[src/hw/lhref_pkg.sv]
// Purpose: constants shared by the limp-home reference register slice
// Assumes: byte-wide register port driven by the serial frame decoder
// Notes:   offsets, field positions and reset values live here only once

package lhref_pkg;

	// ------------------------------------------------------------
	// widths
	// ------------------------------------------------------------
	localparam int unsigned ADDR_W   = 8;
	localparam int unsigned DATA_W   = 8;
	localparam int unsigned CODE_W   = 10;
	localparam int unsigned LOW_W    = 2;
	localparam int unsigned NUM_CH   = 2;

	// ------------------------------------------------------------
	// register offsets
	// ------------------------------------------------------------
	localparam logic [7:0] ADDR_RAW_LOW   = 8'h20;
	localparam logic [7:0] ADDR_RAW_HIGH  = 8'h21;
	localparam logic [7:0] ADDR_FILT_LOW  = 8'h22;
	localparam logic [7:0] ADDR_FILT_HIGH = 8'h23;
	localparam logic [7:0] ADDR_CH1_LOW   = 8'h24;
	localparam logic [7:0] ADDR_CH1_HIGH  = 8'h25;
	localparam logic [7:0] ADDR_CH2_LOW   = 8'h26;
	localparam logic [7:0] ADDR_CH2_HIGH  = 8'h27;

	// ------------------------------------------------------------
	// field positions and reset values
	// ------------------------------------------------------------
	localparam int unsigned LOW_FIELD_MSB  = 1;
	localparam int unsigned HIGH_CODE_LSB  = 2;
	localparam logic [7:0]  RESERVED_READ  = 8'h00;
	localparam logic [7:0]  SETPOINT_RESET_LOW  = 8'h00;
	localparam logic [7:0]  SETPOINT_RESET_HIGH = 8'h00;
	localparam logic [9:0]  SETTING_RESET       = 10'h000;

	// ------------------------------------------------------------
	// reference scaling
	// ------------------------------------------------------------
	// scale of one code
	localparam int unsigned REF_FULL_SCALE_MV   = 2450;
	localparam int unsigned REF_FULL_SCALE_CODE = 1023;
	localparam logic [9:0]  REF_CODE_MAX        = 10'h3FF;

endpackage : lhref_pkg

[src/hw/lhref_setpoint_reg.sv]
// Purpose: one channel's ten-bit limp-home current setpoint, split in two bytes
// Assumes: write strobe is already qualified by the clock enable
// Notes:   only bits 1-0 of the low byte are stored
`timescale 1ns/10ps

module lhref_setpoint_reg #(
	parameter logic [7:0] ADDR_LOW  = lhref_pkg::ADDR_CH1_LOW,
	parameter logic [7:0] ADDR_HIGH = lhref_pkg::ADDR_CH1_HIGH
) (
	input  wire logic       sys_clk,
	input  wire logic       reset_n,
	input  wire logic       wr_en,
	input  wire logic [7:0] reg_addr,
	input  wire logic [7:0] reg_wdata,
	output logic      [9:0] setpoint
);

	logic [1:0] low_bits;
	logic [7:0] high_bits;
	wire        wr_low  = wr_en && (reg_addr == ADDR_LOW);
	wire        wr_high = wr_en && (reg_addr == ADDR_HIGH);

	always_ff @(posedge sys_clk or negedge reset_n) begin
		if (!reset_n) begin
			low_bits <= lhref_pkg::SETPOINT_RESET_LOW[1:0];
		end else if (wr_low) begin
			low_bits <= reg_wdata[1:0];
		end
	end

	always_ff @(posedge sys_clk or negedge reset_n) begin
		if (!reset_n) begin
			high_bits <= lhref_pkg::SETPOINT_RESET_HIGH;
		end else if (wr_high) begin
			high_bits <= reg_wdata;
		end
	end

	assign setpoint = {high_bits, low_bits};

endmodule : lhref_setpoint_reg

[src/hw/lhref_filt_latch.sv]
// Purpose: holds filtered reference low bits coherent with the last high-byte read
// Assumes: read strobe is already qualified by the clock enable and address
// Notes:   the live low bits are never shown; a stale pair is preferred to a torn one
`timescale 1ns/10ps

module lhref_filt_latch (
	input  wire logic       sys_clk,
	input  wire logic       reset_n,
	input  wire logic       rd_high,
	input  wire logic [1:0] filt_low_live,
	output logic      [1:0] filt_low_held
);

	always_ff @(posedge sys_clk or negedge reset_n) begin
		if (!reset_n) begin
			filt_low_held <= 2'h0;
		end else if (rd_high) begin
			filt_low_held <= filt_low_live;
		end
	end

endmodule : lhref_filt_latch

[src/hw/lhref_regs.sv]
// Purpose: limp-home reference measurement and setpoint register slice
// Assumes: serial frame decoder on sys_clk gives one-cycle read/write strobes;
//          converter codes arrive on sys_clk from on-chip logic
// Notes:   read data are registered one cycle after the read strobe
`timescale 1ns/10ps

module lhref_regs (
	input  wire logic       sys_clk,
	input  wire logic       reset_n,
	input  wire logic       clk_en,
	input  wire logic [7:0] reg_addr,
	input  wire logic [7:0] reg_wdata,
	input  wire logic       reg_wr,
	input  wire logic       reg_rd,
	output logic      [7:0] reg_rdata,
	output logic            reg_rvalid,
	input  wire logic [9:0] raw_ref_code,
	input  wire logic [9:0] filt_ref_code,
	input  wire logic       limp_external_ref_select,
	output logic      [9:0] ch1_limp_current_setpoint,
	output logic      [9:0] ch2_limp_current_setpoint,
	output logic      [9:0] ch1_channel_current_setting,
	output logic      [9:0] ch2_channel_current_setting
);

	// ------------------------------------------------------------
	// strobes
	// ------------------------------------------------------------
	wire rd_en        = reg_rd && clk_en;
	wire wr_en        = reg_wr && clk_en;
	wire hit_raw_low  = (reg_addr == lhref_pkg::ADDR_RAW_LOW);
	wire hit_raw_high = (reg_addr == lhref_pkg::ADDR_RAW_HIGH);
	wire hit_flt_low  = (reg_addr == lhref_pkg::ADDR_FILT_LOW);
	wire hit_flt_high = (reg_addr == lhref_pkg::ADDR_FILT_HIGH);
	wire hit_ch1_low  = (reg_addr == lhref_pkg::ADDR_CH1_LOW);
	wire hit_ch1_high = (reg_addr == lhref_pkg::ADDR_CH1_HIGH);
	wire hit_ch2_low  = (reg_addr == lhref_pkg::ADDR_CH2_LOW);
	wire hit_ch2_high = (reg_addr == lhref_pkg::ADDR_CH2_HIGH);
	// only a filtered high read latches the filtered low bits
	wire rd_flt_high  = rd_en && hit_flt_high;

	// ------------------------------------------------------------
	// setpoint registers, one per channel
	// ------------------------------------------------------------
	logic [9:0] setpoint [lhref_pkg::NUM_CH];

	genvar ch;
	generate
		for (ch = 0; ch < lhref_pkg::NUM_CH; ch = ch + 1) begin : g_ch
			lhref_setpoint_reg #(
				.ADDR_LOW  (ch == 0 ? lhref_pkg::ADDR_CH1_LOW  : lhref_pkg::ADDR_CH2_LOW),
				.ADDR_HIGH (ch == 0 ? lhref_pkg::ADDR_CH1_HIGH : lhref_pkg::ADDR_CH2_HIGH)
			) u_setpoint (
				.sys_clk   (sys_clk),
				.reset_n   (reset_n),
				.wr_en     (wr_en),
				.reg_addr  (reg_addr),
				.reg_wdata (reg_wdata),
				.setpoint  (setpoint[ch])
			);
		end
	endgenerate

	assign ch1_limp_current_setpoint = setpoint[0];
	assign ch2_limp_current_setpoint = setpoint[1];

	// ------------------------------------------------------------
	// configuration check
	// ------------------------------------------------------------
	// the read mux and the two setting outputs are written for two ten-bit channels
	if (lhref_pkg::NUM_CH != 2 || lhref_pkg::CODE_W != 10) begin : g_bad_cfg
		$error("lhref_regs serves two channels of ten-bit codes only");
	end

	// ------------------------------------------------------------
	// filtered low-bit latch
	// ------------------------------------------------------------
	logic [1:0] filt_low_held;

	lhref_filt_latch u_filt_latch (
		.sys_clk       (sys_clk),
		.reset_n       (reset_n),
		.rd_high       (rd_flt_high),
		.filt_low_live (filt_ref_code[1:0]),
		.filt_low_held (filt_low_held)
	);

	// ------------------------------------------------------------
	// read selection
	// ------------------------------------------------------------
	// raw low bits, upper zero
	wire [7:0] val_raw_low  = {6'h00, raw_ref_code[1:0]};
	wire [7:0] val_raw_high = raw_ref_code[9:2];
	wire [7:0] val_flt_low  = {6'h00, filt_low_held};
	wire [7:0] val_flt_high = filt_ref_code[9:2];
	wire [7:0] val_ch1_low  = {6'h00, setpoint[0][1:0]};
	wire [7:0] val_ch2_low  = {6'h00, setpoint[1][1:0]};
	wire [7:0] val_ch1_high = setpoint[0][9:2];
	wire [7:0] val_ch2_high = setpoint[1][9:2];

	// unmapped addresses answer with zero rather than stale data
	wire [7:0] next_reg_rdata =
		hit_raw_low  ? val_raw_low  :
		hit_raw_high ? val_raw_high :
		hit_flt_low  ? val_flt_low  :
		hit_flt_high ? val_flt_high :
		hit_ch1_low  ? val_ch1_low  :
		hit_ch1_high ? val_ch1_high :
		hit_ch2_low  ? val_ch2_low  :
		hit_ch2_high ? val_ch2_high : lhref_pkg::RESERVED_READ;

	always_ff @(posedge sys_clk or negedge reset_n) begin
		if (!reset_n) begin
			reg_rdata <= lhref_pkg::RESERVED_READ;
		end else if (rd_en) begin
			reg_rdata <= next_reg_rdata;
		end
	end

	always_ff @(posedge sys_clk or negedge reset_n) begin
		if (!reset_n) begin
			reg_rvalid <= 1'b0;
		end else if (clk_en) begin
			reg_rvalid <= reg_rd;
		end
	end

	// ------------------------------------------------------------
	// channel current setting in limp-home mode
	// ------------------------------------------------------------
	// external reference overrides
	wire [9:0] next_ch1_setting = limp_external_ref_select ? raw_ref_code : setpoint[0];
	wire [9:0] next_ch2_setting = limp_external_ref_select ? raw_ref_code : setpoint[1];

	always_ff @(posedge sys_clk or negedge reset_n) begin
		if (!reset_n) begin
			ch1_channel_current_setting <= lhref_pkg::SETTING_RESET;
			ch2_channel_current_setting <= lhref_pkg::SETTING_RESET;
		end else if (clk_en) begin
			ch1_channel_current_setting <= next_ch1_setting;
			ch2_channel_current_setting <= next_ch2_setting;
		end
	end
endmodule : lhref_regs

[config.mk]
export PLATFORM = sky130hd
export DESIGN_NAME = lhref_regs
export DESIGN_NICKNAME = d
export VERILOG_FILES = /design/src/hw/lhref_pkg.sv /design/src/hw/lhref_setpoint_reg.sv /design/src/hw/lhref_filt_latch.sv /design/src/hw/lhref_regs.sv
export SDC_FILE = /design/constraint.sdc
export NUM_CORES = 1
export LEC_CHECK = 0
export ABC_CLOCK_PERIOD_IN_PS = 2250
export BUFFER_PORTS_ARGS = -buffer_cell sky130_fd_sc_hd__buf_2
export CAP_MARGIN = 20
export CORE_MARGIN = 4
export CORE_UTILIZATION = 28
export CTS_CLUSTER_SIZE = 20
export DETAILED_ROUTE_END_ITERATION = 16
export MAX_ROUTING_LAYER = met4
export SLEW_MARGIN = 20
export SYNTH_ARGS = -nofsm -noshare
export SYNTH_HDL_FRONTEND = slang
export SYNTH_SLANG_ARGS = --single-unit
[constraint.sdc]
create_clock -name sys_clk -period 2.25 [get_ports sys_clk]
set_input_delay 0.45 -clock sys_clk [delete_from_list [all_inputs] [get_ports sys_clk]]
set_output_delay 0.45 -clock sys_clk [all_outputs]
set_load 0.1 [all_outputs]
==> out/qor.yml, run 1 <==
outcome: "finished clean"
cts_buffers: 5
wl_per_cell_um: 17.5
die_w_um: 102
fin_crit_ps: 1700
maxSlewViolCount: 0
diodes: 0
layout-drive-gt1-share_pct: 45.4
grt_pass1_wl_um: 10700
final_net_count: 336
yosys_register_bits: 51
synth_cells: 201
end_kind: "register"
clock_latency_ps: 300
grt_max_degree: 52
cts_tree: "done"
final_antenna_net_count: 0
tightest_slew_ps: 679
irDropWorstVdd_mv: 0.299
cts_resized: 0
clockBufferDepth: 2
powerDensity_nw_per_um2: 675
drtPass1Iterations: 4
synthTopCellsByArea: "dfrtp_1, mux2_2, mux2i_1, mux4_1, a21oi_1"
cts.clk_slew.worst_paths_ps: 90
gp_congestion: 0.793
core-area_sq_um: 8640
startpoint_type: "register"
rsz0062_at_grt: "no"
final_common_cell: "buf_2"
via_count: 1895
wl_um: 7040
synth_top_area_share_pct: 51.7
dp_hpwl_um: 5240
finalCritPeriodShare_pct: 75.6
max_cap_viol_count: 0
final_cells: 403
criticalPathCategory: "reg2reg"
timing.fmax_mhz: 588
hold_viol: 0
cts_setup_buffers: 0
die_h_um: 102
placedCellCount: 395
avgSynthCellArea_sq_um: 12.3
post_drt_via_cell_ratio: 4.70
ios: 91
synth-seq-area-share_pct: 51.7
yosysTopAreaCell: "dfrtp_1"
ys_warn_count: 0
cts_root_buffer: "clkbuf_8"
drtIter0Drc: 87
min_path_type: "in2async"
gr-total-overflow: 0
whs_ps: 265
leakage_nw: 1.65
grt_pass1_vias: 1951
num_rows: 34
final_cell_mix: "buf_2, dfrtp_1, mux2i_1, mux2_2"
clock_skew_ps: 3.95
syn-num-nets: 243
cts.sinks: 51
h-tree-depth: 2
drc_errors: 0
finalSetupViolations: 0
initial_utilization_pct: 28.6
dieArea_sq_um: 10400
yosysUniqueCellTypes: 29
setup_tns_ps: 0
grt.total_usage_pct: 14.0
worstPathRequired_ps: 2440
syn_to_final_growth_pct: 27.2
cts_hold_buf: 0
syn-cell-area_sq_um: 2470
port_buffers: 90
path_max_fanout: 4
antenna_found_initial: 0
arrival_ps: 1900
relSlewSlack_pct: 54.7
## report_power, final
group,total [mW],leakage [nW],internal (mW),switching (mW)
registers,0.990,0.667,0.962,0.0285
clock network,0.524,0.0422,0.219,0.305
logic,0.607,0.942,0.127,0.480
## state kept, by name, summed over array words and instances, names as in the netlist
register                     count
ch1_channel_current_setting     10
ch2_channel_current_setting     10
g_ch.u_setpoint.high_bits       16
g_ch.u_setpoint.low_bits         4
reg_rdata                        8
reg_rvalid                       1
u_filt_latch.filt_low_held       2
## metrics by stage
step	utilization (%)	worst slack (ps)	area (sq um)	total power, mW
2_1_floorplan	-	130	2470	1.46
3_3_place_gp	35.4	262	3060	1.62
3_5_place_dp	35.4	214	3060	1.62
4_1_cts	36.4	541	3140	2.16
5_1_grt	36.4	479	3140	2.22
6_report	36.4	549	3140	2.12
## critical path, stage by stage, from the launching register on
cell and delay (ps):
dfrtp_1 420, mux2_4 270, and3_1 170, or4_1 510, a22o_1 210
## cells by family after synthesis
kind of cell    Yosys count  synth area share [%]
mux                      53                  27.6
buf+inv                  14                  2.53
compound gates           31                  6.69
simple gates             52                  11.5
flops                    51                  51.7
## cells in the mapped netlist
master / count
nor2_1: 21
nand2_1: 11
nor4_1: 1
nand3b_1: 1
buf_1: 1
nor4b_4: 1
mux2_2: 22
mux2i_1: 22
nand3b_2: 1
or4_1: 1
a22o_1: 2
o21ai_0: 7
nor3_1: 2
mux4_2: 3
buf_6: 1
nor4b_1: 1
nand2b_1: 7
mux4_1: 5
a21oi_1: 21
inv_1: 2
buf_2: 2
clkbuf_1: 8
nor3b_1: 1
nor2_2: 1
a211oi_1: 1
nor3b_4: 1
mux2_4: 1
dfrtp_1: 51
and3_1: 2
## cell type report
class | count | area (sq um)
Clock buffer | 7 | 76.3
Fill cell | 881 | 5490
Multi-Input combinational cell | 136 | 1130
Timing Repair Buffer | 98 | 510
Sequential cell | 51 | 1280
Inverter | 2 | 7.51
Tap cell | 108 | 135
Clock inverter | 1 | 5.00
## routing by layer
layer	share of wire (%)	wire length [um]	track usage [%]	vias to the layer above
met5	0	0	-	-
met4	0.84	59	2.72	0
met3	5.4	381	3.41	5
met2	47	3280	21.3	52
met1	47	3320	19.2	926
li1	-	-	-	912
## path summary, 6_finish.rpt
| check | startpoint | endpoint | slack (ps) | cells after the start |
|---|---|---|---|---|
| worst min register to register | reg_rdata[5] | reg_rdata[5] | 480 | 2 |
| worst min-delay path | reset_n | reg_rdata[1] | 270 | 2 |
| min in group sys_clk | filt_ref_code[1] | u_filt_latch.filt_low_held[1] | 380 | 2 |
| worst max-delay path | g_ch[0].u_setpoint.low_bits[0] | reg_rdata[0] | 550 | 4 |
| worst max register to register | g_ch[0].u_setpoint.low_bits[0] | reg_rdata[0] | 550 | 4 |
| max in group asynchronous | reset_n | g_ch[0].u_setpoint.high_bits[6] | 1530 | 2 |
Power figures use the tool's default switching activity.
==> run 2, diff against run 1 <==
--- a/config.mk
+++ b/config.mk
@@ -5,7 +5,8 @@
 export SDC_FILE = /design/constraint.sdc
 export NUM_CORES = 1
 export LEC_CHECK = 0
-export ABC_CLOCK_PERIOD_IN_PS = 2250
+export ABC_AREA = 1
+export ABC_CLOCK_PERIOD_IN_PS = 1800
 export BUFFER_PORTS_ARGS = -buffer_cell sky130_fd_sc_hd__buf_2
 export CAP_MARGIN = 20
 export CORE_MARGIN = 4
==> constraint.sdc (replaced) <==
create_clock -name sys_clk -period 1.8 [get_ports sys_clk]
set_input_delay 0.36 -clock sys_clk [delete_from_list [all_inputs] [get_ports sys_clk]]
set_output_delay 0.36 -clock sys_clk [all_outputs]
set_load 0.1 [all_outputs]
==> run 2 against run 1 <==
  * Die area is 4.2% higher
  * Flip-flop and latch count stayed put
  * Clock skew is 0.98 ps higher
  * Sequential share of layout area is 1.7 points lower
  * Largest power group unchanged
  * Power is 32% higher
  * Count of clock-buffer cells in the layout is 1 lower
  * Setup slack worse by 310 ps
  * Hold slack worse by 240 ps
==> out/qor.yml, run 2 <==
outcome: "finished clean"
diodes: 0
path_max_fanout: 4
worstPathRequired_ps: 1440
port_buffers: 90
avgSynthCellArea_sq_um: 8.58
synth-edff-count: 0
finalSetupViolations: 0
arrival_ps: 1200
power.share.clock_pct: 29.1
ios: 91
grt.total_usage_pct: 14.4
synth-seq-area-share_pct: 49.4
largest_reg_flops: 16
synth_top_area_share_pct: 49.4
drtPass1Iterations: 4
gp_congestion: 0.875
syn-cell-area_sq_um: 2580
final_cell_mix: "buf_2, nand2_1, dfrtp_1"
synth_cells: 301
cts_root_buffer: "clkbuf_8"
p_comb_share_pct: 26.7
cts_tree: "done"
leakage_nw: 1.76
hold_viol: 0
relSlewSlack_pct: 66.3
dieArea_sq_um: 10800
via_count: 2250
cp.buffers_inverters: 1
final_cells: 500
placedCellCount: 492
dp_hpwl_um: 5900
clockBufferDepth: 2
power_switching_mw: 1.01
power.share.sequential_pct: 44.2
place_area_sq_um: 3170
yosys_register_bits: 51
min_path_type: "in2async"
fin_crit_ps: 1560
tightest_slew_ps: 505
final_common_cell: "buf_2"
irDropWorstVdd_mv: 0.325
initial_utilization_pct: 29.2
syn-num-nets: 343
finalInstanceArea_sq_um: 3280
antenna_found_initial: 0
yosysTopAreaCell: "dfrtp_1"
max_cap_viol_count: 0
fillers: 925
clock_skew_ps: 4.92
wl_per_cell_um: 14.8
drtIter0Drc: 115
cts_resized: 0
cts_hold_buf: 0
yosysUniqueCellTypes: 29
layout-drive-gt1-share_pct: 33.2
p_int_mw: 1.79
final_antenna_net_count: 0
power_mw: 2.81
h-tree-depth: 2
cts_buffers: 5
powerDensity_nw_per_um2: 855
cts.sinks: 51
post_drt_via_cell_ratio: 4.50
clock_latency_ps: 300
maxSlewViolCount: 0
wl_um: 7420
final_net_count: 433
finalCritPeriodShare_pct: 86.6
end_kind: "output port"
path_cells: "buf_2"
synthTopCellsByArea: "dfrtp_1, nand2_1, mux2i_1, nor2_1, a21oi_1"
p_sw_share_pct: 36.2
grt_max_degree: 42
num_rows: 34
grt_pass1_vias: 2361
cts_setup_buffers: 0
top_regs: "g_ch.u_setpoint.high_bits (16), ch1_channel_current_setting (10), ch2_channel_current_setting (10)"
die_w_um: 104
ys_warn_count: 0
criticalPathCategory: "reg2out"
regMostFlops: "g_ch.u_setpoint.high_bits"
crit_family: "buffers and inverters"
cts.clk_slew.worst_paths_ps: 90
rsz0062_at_grt: "no"
core-area_sq_um: 8850
setup_tns_ps: 0
synthFlopType: "dfrtp_1"
synth_most_common_cell: "nand2_1"
critPathMaxStageDelay_ps: 460
timing.fmax_mhz: 642
drc_errors: 0
grt_pass1_wl_um: 12300
final_util_pct: 37.1
startpoint_type: "register"
synth_commonest_cells: "nand2_1, dfrtp_1, nor2_1, inv_1, a21oi_1"
synth-async-reset-ratio_pct: 100
syn_to_final_growth_pct: 27.1
die_h_um: 104
gr-total-overflow: 0
slowest_stage: "buf_2"
-- run 2: path summary, 6_finish.rpt --
check                                                 from                              end  slack (ps)  depth (start not counted)
max                        g_ch[0].u_setpoint.high_bits[0]     ch1_limp_current_setpoint[2]         240                          1
min                                                reset_n   ch2_channel_current_setting[6]          20                          1
max reg2reg                g_ch[0].u_setpoint.high_bits[0]                     reg_rdata[0]         720                          6
min reg2reg                                   reg_rdata[2]                     reg_rdata[2]         480                          2
max in group asynchronous                          reset_n  g_ch[0].u_setpoint.high_bits[4]        1250                          2
min in group sys_clk                      filt_ref_code[0]    u_filt_latch.filt_low_held[0]         290                          2
-- run 2: layout make-up --
cell class                 count  area, sq um  area share [%]
clock inverter                 2         35.0            1.07
clock buffer                   6         82.6            2.52
multi-input combinational    212         1150            34.9
sequential                    51         1280            38.9
timing repair buffer          94          505            15.4
inverter                      27          101            3.09
tap                          108          135            4.12
-- run 2: stage by stage --
step,setup slack [ps],hold slack (ps)
final,242,20.8
after global routing,193,34.0
after CTS,219,29.7
after detailed placement,174,365
after global placement,211,361
after floorplan,286,64.4
-- run 2: layer usage --
layer / vias to the layer above / GRT usage [%] / share of wire [%]
met1: 1015 / 18.6 / 47
li1: 1160 / - / -
met2: 65 / 22.7 / 46
met5: - / - / 0
met4: 0 / 4.18 / 1.8
met3: 10 / 3.29 / 4.9
-- run 2: kinds of logic (layout without fill, tap and decap cells) --
logic type | Yosys count | in the layout | share of synthesized area, %
AND/OR/NAND/NOR | 141 | 141 | 24.7
AO/OA/AOI/OAI | 57 | 57 | 13.9
multiplexers | 14 | 14 | 5.81
buffers and inverters | 38 | 129 | 6.20
flip-flops | 51 | 51 | 49.4
-- run 2: power groups by stage --
| stage | Sequential (mW) | Combinational (mW) | Clock (mW) |
|---|---|---|---|
| after floorplan | 1.68 | 0.146 | 0 |
| after global placement | 1.26 | 0.754 | 0 |
| after detailed placement | 1.26 | 0.755 | 0 |
| after CTS | 1.24 | 0.757 | 0.846 |
| after global routing | 1.25 | 0.792 | 0.903 |
| final | 1.24 | 0.749 | 0.816 |
